File: config.mk
export PLATFORM = sky130hd
export DESIGN_NAME = ptc_core
export DESIGN_NICKNAME = d
export VERILOG_FILES = /design/src/ptc_pkg.sv /design/src/ptc_tick_gen.sv /design/src/ptc_core.sv
export VERILOG_INCLUDE_DIRS = /design/src
export SDC_FILE = /design/constraint.sdc
export NUM_CORES = 2
export LEC_CHECK = 0
export BUFFER_PORTS_ARGS = -buffer_cell sky130_fd_sc_hd__clkbuf_2
export CAP_MARGIN = 15
export CORE_MARGIN = 2
export CORE_UTILIZATION = 60
export CTS_BUF_LIST = sky130_fd_sc_hd__clkbuf_16
export DETAILED_ROUTE_END_ITERATION = 12
export PLACE_DENSITY = 0.78
export SYNTH_ARGS = -nofsm -noshare
export SYNTH_HDL_FRONTEND = slang
export SYNTH_SLANG_ARGS = --single-unit
File: constraint.sdc
create_clock -name CLK_I -period 54.6 [get_ports CLK_I]
set_clock_uncertainty 0.1 [all_clocks]
set_input_delay 8.19 -clock CLK_I [delete_from_list [all_inputs] [get_ports CLK_I]]
set_output_delay 8.19 -clock CLK_I [all_outputs]
set_load 0.01 [all_outputs]
File: src/ptc_cfg.svh
// Constants for the timer, counter and clear block.
// Assumes a 25 MHz system clock.
`ifndef PTC_CFG_SVH
`define PTC_CFG_SVH
`define PTC_CLK_HZ         25000000
`define PTC_FAST_TICK_MS   1
`define PTC_SLOW_TICK_MS   100
`define PTC_MS_CYCLES      (`PTC_CLK_HZ / 1000)
`define PTC_FAST_CYCLES    (`PTC_MS_CYCLES * `PTC_FAST_TICK_MS)
`define PTC_SLOW_DIV       (`PTC_SLOW_TICK_MS / `PTC_FAST_TICK_MS)
`define PTC_NUM_TIMERS     2048
`define PTC_SUB_FIRST      1920
`define PTC_SUB_LAST       2047
`define PTC_VALUE_MAX      16'h7FFF
`define PTC_NUM_COUNTERS   16
`define PTC_NUM_SOURCES    2
`define PTC_NUM_WORDS      16
`define PTC_NUM_BITS       16
`endif

File: src/ptc_pkg.sv
// Types shared by the timer, counter and clear block.
// Constants live in ptc_cfg.svh.
package ptc_pkg;
    typedef logic [15:0] ptc_word_t;
    typedef enum logic [3:0] {
        PTC_CLR_BIT   = 4'h1,
        PTC_CLR_TIMER = 4'h2,
        PTC_CLR_CNT   = 4'h4,
        PTC_CLR_WORD  = 4'h8
    } ptc_clr_e;
    typedef struct packed {
        logic       valid;
        ptc_clr_e   kind;
        logic [10:0] index;
    } ptc_clr_s;
    typedef struct packed {
        logic       coil;
        logic       no_contact;
        logic       nc_contact;
        ptc_word_t  value;
    } ptc_elem_s;
endpackage

File: src/ptc_tick_gen.sv
// Time base divider producing 1 ms and 100 ms enable pulses.
// Runs on the single system clock.
`timescale 1ns/10ps
`include "ptc_cfg.svh"
module ptc_tick_gen (
    input  wire logic CLK_I,
    input  wire logic RST_I,
    output logic      fast_tick_o,
    output logic      slow_tick_o
);
    logic [14:0] ms_cnt_r;
    logic [6:0]  slow_cnt_r;

    always_ff @(posedge CLK_I or posedge RST_I) begin
        if (RST_I) begin
            ms_cnt_r    <= 15'h0000;
            fast_tick_o <= 1'b0;
        end else if (ms_cnt_r == 15'(`PTC_FAST_CYCLES - 1)) begin
            ms_cnt_r    <= 15'h0000;
            fast_tick_o <= 1'b1;
        end else begin
            ms_cnt_r    <= ms_cnt_r + 15'h0001;
            fast_tick_o <= 1'b0;
        end
    end

    always_ff @(posedge CLK_I or posedge RST_I) begin
        if (RST_I) begin
            slow_cnt_r  <= 7'h00;
            slow_tick_o <= 1'b0;
        end else if (ms_cnt_r == 15'(`PTC_FAST_CYCLES - 1)) begin
            if (slow_cnt_r == 7'(`PTC_SLOW_DIV - 1)) begin
                slow_cnt_r  <= 7'h00;
                slow_tick_o <= 1'b1;
            end else begin
                slow_cnt_r  <= slow_cnt_r + 7'h01;
                slow_tick_o <= 1'b0;
            end
        end else begin
            slow_tick_o <= 1'b0;
        end
    end
endmodule

File: src/ptc_core.sv
// Timer, counter, bit and word store with clear action.
// Assumes all inputs come from logic on CLK_I; one timer per module.
`timescale 1ns/10ps
`include "ptc_cfg.svh"
module ptc_core
    import ptc_pkg::*;
(
    input  wire logic                        CLK_I,
    input  wire logic                        RST_I,
    input  wire logic [10:0]                 TMR_INDEX_I,
    input  wire logic [`PTC_NUM_SOURCES-1:0] TMR_EN_I,
    input  wire logic [`PTC_NUM_SOURCES-1:0] TMR_FAST_I,
    input  wire ptc_word_t [`PTC_NUM_SOURCES-1:0] TMR_PRESET_I,
    input  wire logic                        TMR_ACCUM_I,
    input  wire logic [3:0]                  CNT_INDEX_I,
    input  wire logic                        CNT_EXEC_I,
    input  wire ptc_word_t                   CNT_PRESET_I,
    input  wire ptc_clr_s                    CLR_I,
    input  wire logic                        BIT_SET_I,
    input  wire logic [3:0]                  BIT_INDEX_I,
    input  wire logic                        WORD_WR_I,
    input  wire logic [3:0]                  WORD_INDEX_I,
    input  wire ptc_word_t                   WORD_DATA_I,
    output ptc_elem_s                        TMR_STATE_O,
    output logic                             TMR_SUB_O,
    output ptc_elem_s                        CNT_STATE_O,
    output logic [`PTC_NUM_BITS-1:0]         BITS_O,
    output ptc_word_t                        WORD_O
);
    typedef enum logic [2:0] {
        PTC_T_IDLE = 3'b001,
        PTC_T_RUN  = 3'b010,
        PTC_T_DONE = 3'b100
    } ptc_tstate_e;

    ptc_tstate_e tstate_r;
    ptc_tstate_e tstate_nxt;
    logic        fast_tick;
    logic        slow_tick;
    logic        all_en;
    logic        tick;
    logic        hit;
    logic        clr_tmr;
    logic        clr_cnt;
    ptc_word_t   tval_r;
    ptc_word_t   tval_nxt;
    ptc_word_t   cval_r [`PTC_NUM_COUNTERS];
    logic [`PTC_NUM_COUNTERS-1:0] cdone_r;
    logic [`PTC_NUM_COUNTERS-1:0] ccoil_r;
    ptc_word_t   words_r [`PTC_NUM_WORDS];
    logic [`PTC_NUM_BITS-1:0] bits_r;
    logic [3:0]  cnt_sel_r;
    logic [3:0]  word_sel_r;

    ptc_tick_gen u_tick (
        .CLK_I       (CLK_I),
        .RST_I       (RST_I),
        .fast_tick_o (fast_tick),
        .slow_tick_o (slow_tick)
    );

    // Timer enabled only while every driving condition is on
    assign all_en  = &TMR_EN_I;
    assign clr_tmr = CLR_I.valid && CLR_I.kind == PTC_CLR_TIMER
                     && CLR_I.index == TMR_INDEX_I;
    assign clr_cnt = CLR_I.valid && CLR_I.kind == PTC_CLR_CNT;
    assign tick    = (|TMR_FAST_I) ? fast_tick : slow_tick;

    // First preset the count reaches is the one that counts
    always_comb begin
        hit = 1'b0;
        for (int i = 0; i < `PTC_NUM_SOURCES; i++) begin
            if (tval_r >= TMR_PRESET_I[i]) begin
                hit = 1'b1;
            end
        end
    end

    always_comb begin
        tstate_nxt = tstate_r;
        tval_nxt   = tval_r;
        unique case (tstate_r)
            PTC_T_IDLE: begin
                if (all_en) begin
                    tstate_nxt = PTC_T_RUN;
                end
            end
            PTC_T_RUN: begin
                if (!all_en) begin
                    tstate_nxt = PTC_T_IDLE;
                    tval_nxt   = TMR_ACCUM_I ? tval_r : 16'h0000;
                end else if (hit) begin
                    tstate_nxt = PTC_T_DONE;
                end else if (tick && tval_r < `PTC_VALUE_MAX) begin
                    tval_nxt = tval_r + 16'h0001;
                end
            end
            PTC_T_DONE: begin
                if (!all_en) begin
                    tstate_nxt = PTC_T_IDLE;
                    tval_nxt   = TMR_ACCUM_I ? tval_r : 16'h0000;
                end else if (!hit) begin
                    tstate_nxt = PTC_T_RUN;
                    tval_nxt   = 16'h0000;
                end
            end
        endcase
        if (clr_tmr) begin
            tstate_nxt = PTC_T_IDLE;
            tval_nxt   = 16'h0000;
        end
    end

    // Value held at preset while enabled
    always_ff @(posedge CLK_I or posedge RST_I) begin
        if (RST_I) begin
            tstate_r <= PTC_T_IDLE;
            tval_r   <= 16'h0000;
        end else begin
            tstate_r <= tstate_nxt;
            tval_r   <= tval_nxt;
        end
    end

    always_ff @(posedge CLK_I or posedge RST_I) begin
        if (RST_I) begin
            TMR_STATE_O <= '{coil: 1'b0, no_contact: 1'b0, nc_contact: 1'b1, value: 16'h0000};
            TMR_SUB_O   <= 1'b0;
        end else begin
            TMR_STATE_O.coil       <= all_en && !clr_tmr;
            TMR_STATE_O.no_contact <= tstate_nxt == PTC_T_DONE;
            TMR_STATE_O.nc_contact <= tstate_nxt != PTC_T_DONE;
            TMR_STATE_O.value      <= tval_nxt;
            TMR_SUB_O <= TMR_INDEX_I >= 11'(`PTC_SUB_FIRST);
        end
    end

    // Counters, one per index
    for (genvar g = 0; g < `PTC_NUM_COUNTERS; g++) begin : g_cnt
        always_ff @(posedge CLK_I or posedge RST_I) begin
            if (RST_I) begin
                cval_r[g]  <= 16'h0000;
                cdone_r[g] <= 1'b0;
                ccoil_r[g] <= 1'b0;
            end else if (clr_cnt && CLR_I.index[3:0] == 4'(g)) begin
                cval_r[g]  <= 16'h0000;
                cdone_r[g] <= 1'b0;
                ccoil_r[g] <= 1'b0;
            end else if (CNT_EXEC_I && CNT_INDEX_I == 4'(g)) begin
                ccoil_r[g] <= 1'b1;
                if (!cdone_r[g]) begin
                    if (cval_r[g] + 16'h0001 >= CNT_PRESET_I) begin
                        cdone_r[g] <= 1'b1;
                    end
                    cval_r[g] <= cval_r[g] + 16'h0001;
                end
            end
        end
    end

    // Bits and words with clear
    for (genvar b = 0; b < `PTC_NUM_BITS; b++) begin : g_bit
        always_ff @(posedge CLK_I or posedge RST_I) begin
            if (RST_I) begin
                bits_r[b] <= 1'b0;
            end else if (CLR_I.valid && CLR_I.kind == PTC_CLR_BIT
                         && CLR_I.index[3:0] == 4'(b)) begin
                bits_r[b] <= 1'b0;
            end else if (BIT_SET_I && BIT_INDEX_I == 4'(b)) begin
                bits_r[b] <= 1'b1;
            end
        end
    end

    for (genvar w = 0; w < `PTC_NUM_WORDS; w++) begin : g_word
        always_ff @(posedge CLK_I or posedge RST_I) begin
            if (RST_I) begin
                words_r[w] <= 16'h0000;
            end else if (CLR_I.valid && CLR_I.kind == PTC_CLR_WORD
                         && CLR_I.index[3:0] == 4'(w)) begin
                words_r[w] <= 16'h0000;
            end else if (WORD_WR_I && WORD_INDEX_I == 4'(w)) begin
                words_r[w] <= WORD_DATA_I;
            end
        end
    end

    always_ff @(posedge CLK_I or posedge RST_I) begin
        if (RST_I) begin
            cnt_sel_r  <= 4'h0;
            word_sel_r <= 4'h0;
        end else begin
            cnt_sel_r  <= CNT_INDEX_I;
            word_sel_r <= WORD_INDEX_I;
        end
    end

    always_ff @(posedge CLK_I or posedge RST_I) begin
        if (RST_I) begin
            CNT_STATE_O <= '{coil: 1'b0, no_contact: 1'b0, nc_contact: 1'b1, value: 16'h0000};
            BITS_O      <= '0;
            WORD_O      <= 16'h0000;
        end else begin
            CNT_STATE_O.coil       <= ccoil_r[cnt_sel_r];
            CNT_STATE_O.no_contact <= cdone_r[cnt_sel_r];
            CNT_STATE_O.nc_contact <= !cdone_r[cnt_sel_r];
            CNT_STATE_O.value      <= cval_r[cnt_sel_r];
            BITS_O                 <= bits_r;
            WORD_O                 <= words_r[word_sel_r];
        end
    end
endmodule

### After elaboration in Yosys (flattened, before gate mapping)

Index checks and enable logic that the tools add are counted.

| cells by class | value |
|---|---|
| multiplexer cells | 241 |
| $lt $le $gt $ge | 23 |
| equal/unequal tests | 91 |
| reductions and logical operators | 177 |
| add/sub/neg operators | 19 |
| bitwise gates (word level) | 2 |

Operator list:

| cell | number |
|---|---|
| 2-to-1 mux 16 bit | 91 |
| >= comparator 16 bit | 18 |
| adder 16 x 1 -> 16 bit, second input constant | 17 |
| 2-to-1 mux 1 bit | 136 |
| equality test 4 bit, second input constant | 33 |
| binary-select mux 16 bit (select 4 bit) | 2 |
| logical AND 1 bit | 103 |
| nonzero test 2 bit | 48 |
| equality test 4 x 3 -> 1 bit, second input constant | 17 |
| equality test 4 x 2 -> 1 bit, second input constant | 9 |
| AND reduction 2 bit | 17 |
| != test 2 x 1 -> 1 bit, second input constant | 16 |
| one-hot mux 16 bit (2 select lines) | 1 |
| equality test 4 x 1 -> 1 bit, second input constant | 5 |
| 2-to-1 mux 3 bit | 6 |
| zero test 4 bit | 4 |
| less-than comparator 16 x 15 -> 1 bit, second input constant | 1 |
| adder 15 x 1 -> 15 bit, second input constant | 1 |
| equality test 15 bit, second input constant | 1 |
| 2-to-1 mux 15 bit | 1 |
| != test 4 bit, second input constant | 3 |
| equality test 11 bit | 1 |
| >= comparator 11 bit, second input constant | 1 |
| >= comparator 5 bit, second input constant | 2 |
| other kinds (15) | 19 |

| word-level totals | value |
|---|---|
| output and inout bits | 71 |
| register bits | 666 |
| word-level logic and storage cells | 651 |
| input bits | 113 |

### Logic depth before layout (Yosys ltp)

| logic depth | value |
|---|---|
| depth after elaboration | 8 |
| mapped depth | 14 |

### Cells and area by module

A second synthesis with hierarchy kept.

| unflattened totals | value |
|---|---|
| cells, all modules | 4,386 |
| area total of the unflattened synthesis | 41,303.4 µm² |

By module, submodules not included:

| module | area an instance (µm²) | instances | cells an instance |
|---|---|---|---|
| ptc_core | 40,192.3 | 1 | 4,286 |
| ptc_tick_gen | 1,111.1 | 1 | 100 |

### Worst setup path after synthesis

OpenSTA, ideal clock, no wires.

| timing path | value |
|---|---|
| path type | input to register |
| start point | input TMR_PRESET_I[25] in the netlist's numbering |
| end point | register TMR_STATE_O[4] in the netlist's numbering |
| required time | 54.366 ns |
| path slack | 44.180 ns |
| arrival | 10.186 ns |
| cell stages on the path | 10 |
| path buffers | 1 |
| path through | inv_1 -> ha_1 -> a21oi_1 -> nor2_1 -> a211oi_1 -> o22ai_1 -> nor4b_2 -> buf_2 -> o22a_1 -> o31ai_4 |

| between the ends | value |
|---|---|
| word-level cells in the longest chain between the ends | 4 |
| elaborated cells between the ends (all ways) | 5 |
| those cells by class | order compare (1); eq/ne (2); mux (1); reduce/logical (1) |

Ends and longest elaborated chain:

| element | line | text |
|---|---|---|
| from (decl) | ptc_core.sv:13 | `` input wire ptc_word_t [`PTC_NUM_SOURCES-1:0] TMR_PRESET_I, `` |
| >= comparator 16 bit (*) | ptc_core.sv:73 | `if (tval_r >= TMR_PRESET_I[i]) begin` |
| 2-to-1 mux 1 bit (*) | ptc_core.sv:73 |  |
| != test 4 bit (no line) | n/a |  |
| AND reduction 4 bit (no line) (*) | n/a |  |
| to (signal assigned) | ptc_core.sv:127 | `TMR_STATE_O <= '{coil: 1'b0, no_contact: 1'b0, nc_contact: 1'b1, value: 16'h0000};` |
| to (decl) | ptc_core.sv:24 | `output ptc_elem_s TMR_STATE_O,` |

Mark *: on every way between the ends. The rest lies on a longest branch, timed or not.
A chain may end at the register's enable or synchronous reset.

### Worst setup path after layout

| timing path | value |
|---|---|
| start point | input CLR_I[14] in the netlist's numbering |
| end point | register TMR_STATE_O[5] in the netlist's numbering |

| between the ends | value |
|---|---|
| word-level cells in the longest chain between the ends | 5 |
| elaborated cells between the ends (all ways) | 9 |
| those cells by class | eq/ne (4); mux (1); reduce/logical (4) |

Ends and longest elaborated chain:

| element | line | text |
|---|---|---|
| from (decl) | ptc_core.sv:18 | `input wire ptc_clr_s CLR_I,` |
| equality test 4 x 2 -> 1 bit (*) | ptc_core.sv:64 | `assign clr_tmr = CLR_I.valid && CLR_I.kind == PTC_CLR_TIMER` |
| logical AND 1 bit (*) | ptc_core.sv:64 |  |
| logical AND 1 bit (*) | ptc_core.sv:65 | `&& CLR_I.index == TMR_INDEX_I;` |
| != test 4 bit (no line) / nonzero test 3 bit (equally long branches) | n/a |  |
| AND reduction 4 bit (no line) | n/a |  |

Marked as above.

==> reports/results.ini <==
[run_status]
status=finished, final reports clean

[clocking]
clkLatencyLatePin_ns=0.65
postCtsSetupRepairBufs=0
tritoncts_num_sinks=666
cts-buffers-inserted=75
post_cts_hold_buffer_count=0
buffer_depth_of_the_longest_clock_path=3
root_buffer=sky130_fd_sc_hd__clkbuf_16
clock_tree.htree_level_count=3
cts_resized=0
clkSlewWorstSetupHoldPaths_ns=0.06
tritoncts=built

[floorplanning]
pin_count=184
placement_rows=96
chipHeight_um=267
floorplan.die.width_um=267
initial_core_util_pct=60.4
design.die.area_um2=71100
core_area_um2=68500

[min_path]
holdCritPathClass=reg2reg
min_delay_path_depth=0
endpoint_with_the_worst_hold_slack=BITS_O[15]
worstHoldStart=bits_r[15]

[routing]
detailedRoute.firstIterationViolations=3742
vias=34700
detail_route.vias_per_cell=6.35
first_pass_iters=5
routed_wire_length_per_instance_um=22.3
detail_route.wirelength_mm=122
postRouteAntennaNets=0
route.detailed.drc=0

[pwr]
power.combinational.fraction_pct=19.0
power_per_cell_area_nw_per_um2=30.8
total_leakage_power_uw=0.0209
totalPowerFinal_uw=1410
power.internal_uw=982
p_switching_uw=428
vdd_ir_drop_max_uv=24.4
clock_power_share_pct=36.9
pwr-share-seq_pct=44.1
switching_share_pct=30.4

[yosys]
netlist.top_cell.by_area=sky130_fd_sc_hd__dfrtp_1
synth_fa_ha_area_share_pct=9.28
ys.warnings.count=0
synth_simple_gate_area_share_pct=19.5
yosys.area_share.xor_xnor_pct=9.06
postSynthAreaPerCell_um2=9.40
synth.yosys.seq_area_share_pct=40.3
synth_nets=4823
synth_compound_area_share_pct=9.67
ys.flop_type=sky130_fd_sc_hd__dfrtp_1
synth_top_area_share_pct=40.1
dominant_combinational_cell_family_by_area_after_synthesis=simple AND/OR/NAND/NOR gates
synth.cells.most_frequent=sky130_fd_sc_hd__nand2_1 (799), sky130_fd_sc_hd__dfrtp_1 (663), sky130_fd_sc_hd__a21oi_1 (435), sky130_fd_sc_hd__nor2_1 (421), sky130_fd_sc_hd__ha_1 (307)
yosys-top-cells-area=sky130_fd_sc_hd__dfrtp_1 (40%), sky130_fd_sc_hd__ha_1 (9.3%), sky130_fd_sc_hd__mux4_2 (9.3%)
post_synth_num_cell_types=60
most_repeated_cell_in_the_gate_level_netlist_after_synthesis=sky130_fd_sc_hd__nand2_1
syn-instance-count=4403
synth.mux.area_fraction_pct=9.40
post_synthesis_async_set_or_reset_flop_share_pct=100
yosys_register_bits=666
syn_area_um2=41400
synth-edff-count=0

[critical_path]
regToRegStartpoint=cval_r[16]
crit-reg2reg-capture=cdone_r[14]
timing.critical_path.required_ns=55.04
worst_setup_path_start_kind=primary input
critPathMaxFanout=15
rr_worst_depth=14
endpoint_kind=flop
worst_ep_arrival_time_ns=10.77
worstSetupPathType=in2reg
regToRegSetupSlack_ns=51.36

[place]
numPortBuffers=183
place_hpwl_mm=83.4
routabilityCongestion=0.957

[cells_and_area]
fillers=5316
synthToLayoutAreaGrowth_pct=10.7
layout.nets=4939
finalCoreUtilization_pct=66.9
final_layout_size_suffix_gt1_share_pct=12.9

[timing]
max-slew-margin-rel_pct=16.2
tightest_slew_ns=1.26
setup-tns-final_ns=0
timing.final.max_slew_violations=0
setup-violations-final=0
fmax_achieved_ghz=0.0968
hold_violations=0
rsz0062_at_grt=false
minimum_clock_period_after_layout_ns=10.33
post-route-period-util_pct=18.9

[global_route]
grt_pass1_vias=34000
wire_length_of_the_first_global_routing_pass_mm=190
global_route.overflow_total=0
grt_usage_pct=34.6
grt_start_max_net_pins=137
grt_antenna_before_repair=1

[run]
drv_cap=0

==> worst max path at each step <==
stage / to / slack (ns) / startpoint / cells after the start
floorplan: BITS_O[0] / 27.65 / RST_I / 1
global placement: cnt_sel_r[1] / 43.52 / RST_I / 4
detailed placement: cnt_sel_r[1] / 43.49 / RST_I / 4
CTS: cnt_sel_r[1] / 44.17 / RST_I / 4
global route: cnt_sel_r[1] / 43.77 / RST_I / 4
finish: TMR_STATE_O[5] / 44.27 / CLR_I[14] / 8
==> routing by layer <==
layer,vias to the layer above,global-route usage (%),wire length [um]
met5,-,0,46
met4,2,19.0,7540
met3,431,8.17,12200
met2,1770,55.2,56000
met1,16900,43.6,45800
li1,15600,-,-
==> layout by cell type (no fill, tap or decap), drive strengths merged, types with 34 or more instances in the layout <==
cell,instances
a21o,35
a21oi,435
and3,37
buf,80
clkbuf,259
clkinv,34
dfrtp,663
ha,307
inv,82
mux4,170
nand2,800
nand3,189
nand4,75
nor2,421
nor3,88
o21ai,143
or3,77
xnor2,181
xor2,247
==> power groups by stage <==
stage                     Clock [uW]  Combinational [uW]  Sequential [uW]
after global placement             0                 251              624
after detailed placement           0                 263              627
after global routing             545                 299              628
final                            520                 268              621
after CTS                        523                 266              619
after floorplan                    0                 190              610
==> cell type report <==
cell class | instances | area (um^2) | area share [%]
timing repair buffer | 264 | 1590 | 3.48
antenna | 2 | 5.00 | 0.0109
sequential | 666 | 16700 | 36.4
clock buffer | 75 | 1880 | 4.10
tap | 882 | 1100 | 2.41
inverter | 72 | 278 | 0.607
multi-input combinational | 3440 | 23600 | 51.5
clock inverter | 63 | 661 | 1.44
==> stage by stage <==
step	area, um^2	hold WS, ns	std cells	setup slack [ns]
2_1_floorplan	41400	0.254	4403	27.65
3_3_place_gp	43100	0.269	5317	43.52
5_1_grt	45800	0.285	5462	43.77
6_report	45800	0.279	5464	44.27
3_5_place_dp	43100	0.270	5319	43.49
4_1_cts	45700	0.280	5457	44.17
==> logic make-up (layout without fill, tap and decap cells) <==
kind of cell / count (synthesis) / in the layout
flops: 666 / 666
simple gates: 1814 / 1814
other cells: 0 / 2
mux: 176 / 176
fa+ha+maj: 307 / 307
xor+xnor: 428 / 428
buf+inv: 297 / 474
compound gates: 715 / 715
==> worst max-delay path: stages <==
cell and delay (ns):
sky130_fd_sc_hd__clkbuf_2 0.09, sky130_fd_sc_hd__or3b_1 0.52, sky130_fd_sc_hd__nor4_1 0.40, sky130_fd_sc_hd__or4b_1 0.69
sky130_fd_sc_hd__nor2b_4 0.28, sky130_fd_sc_hd__nand2_8 0.12, sky130_fd_sc_hd__o21ai_4 0.16, sky130_fd_sc_hd__o31ai_1 0.31
==> state kept, by name, summed over array words and instances (netlist names) <==
| register | flops |
|---|---|
| BITS_O | 16 |
| u_tick.slow_cnt_r | 7 |
| u_tick.slow_tick_o | 1 |
| CNT_STATE_O | 19 |
| tstate_r | 3 |
| cnt_sel_r | 4 |
| WORD_O | 16 |
| cval_r | 256 |
| cdone_r | 16 |
| ccoil_r | 16 |
| word_sel_r | 4 |
| words_r | 256 |
| bits_r | 16 |
| u_tick.ms_cnt_r | 15 |
| u_tick.fast_tick_o | 1 |
| TMR_SUB_O | 1 |
| TMR_STATE_O | 19 |
Note: power is estimated with default switching activity, not from simulation.
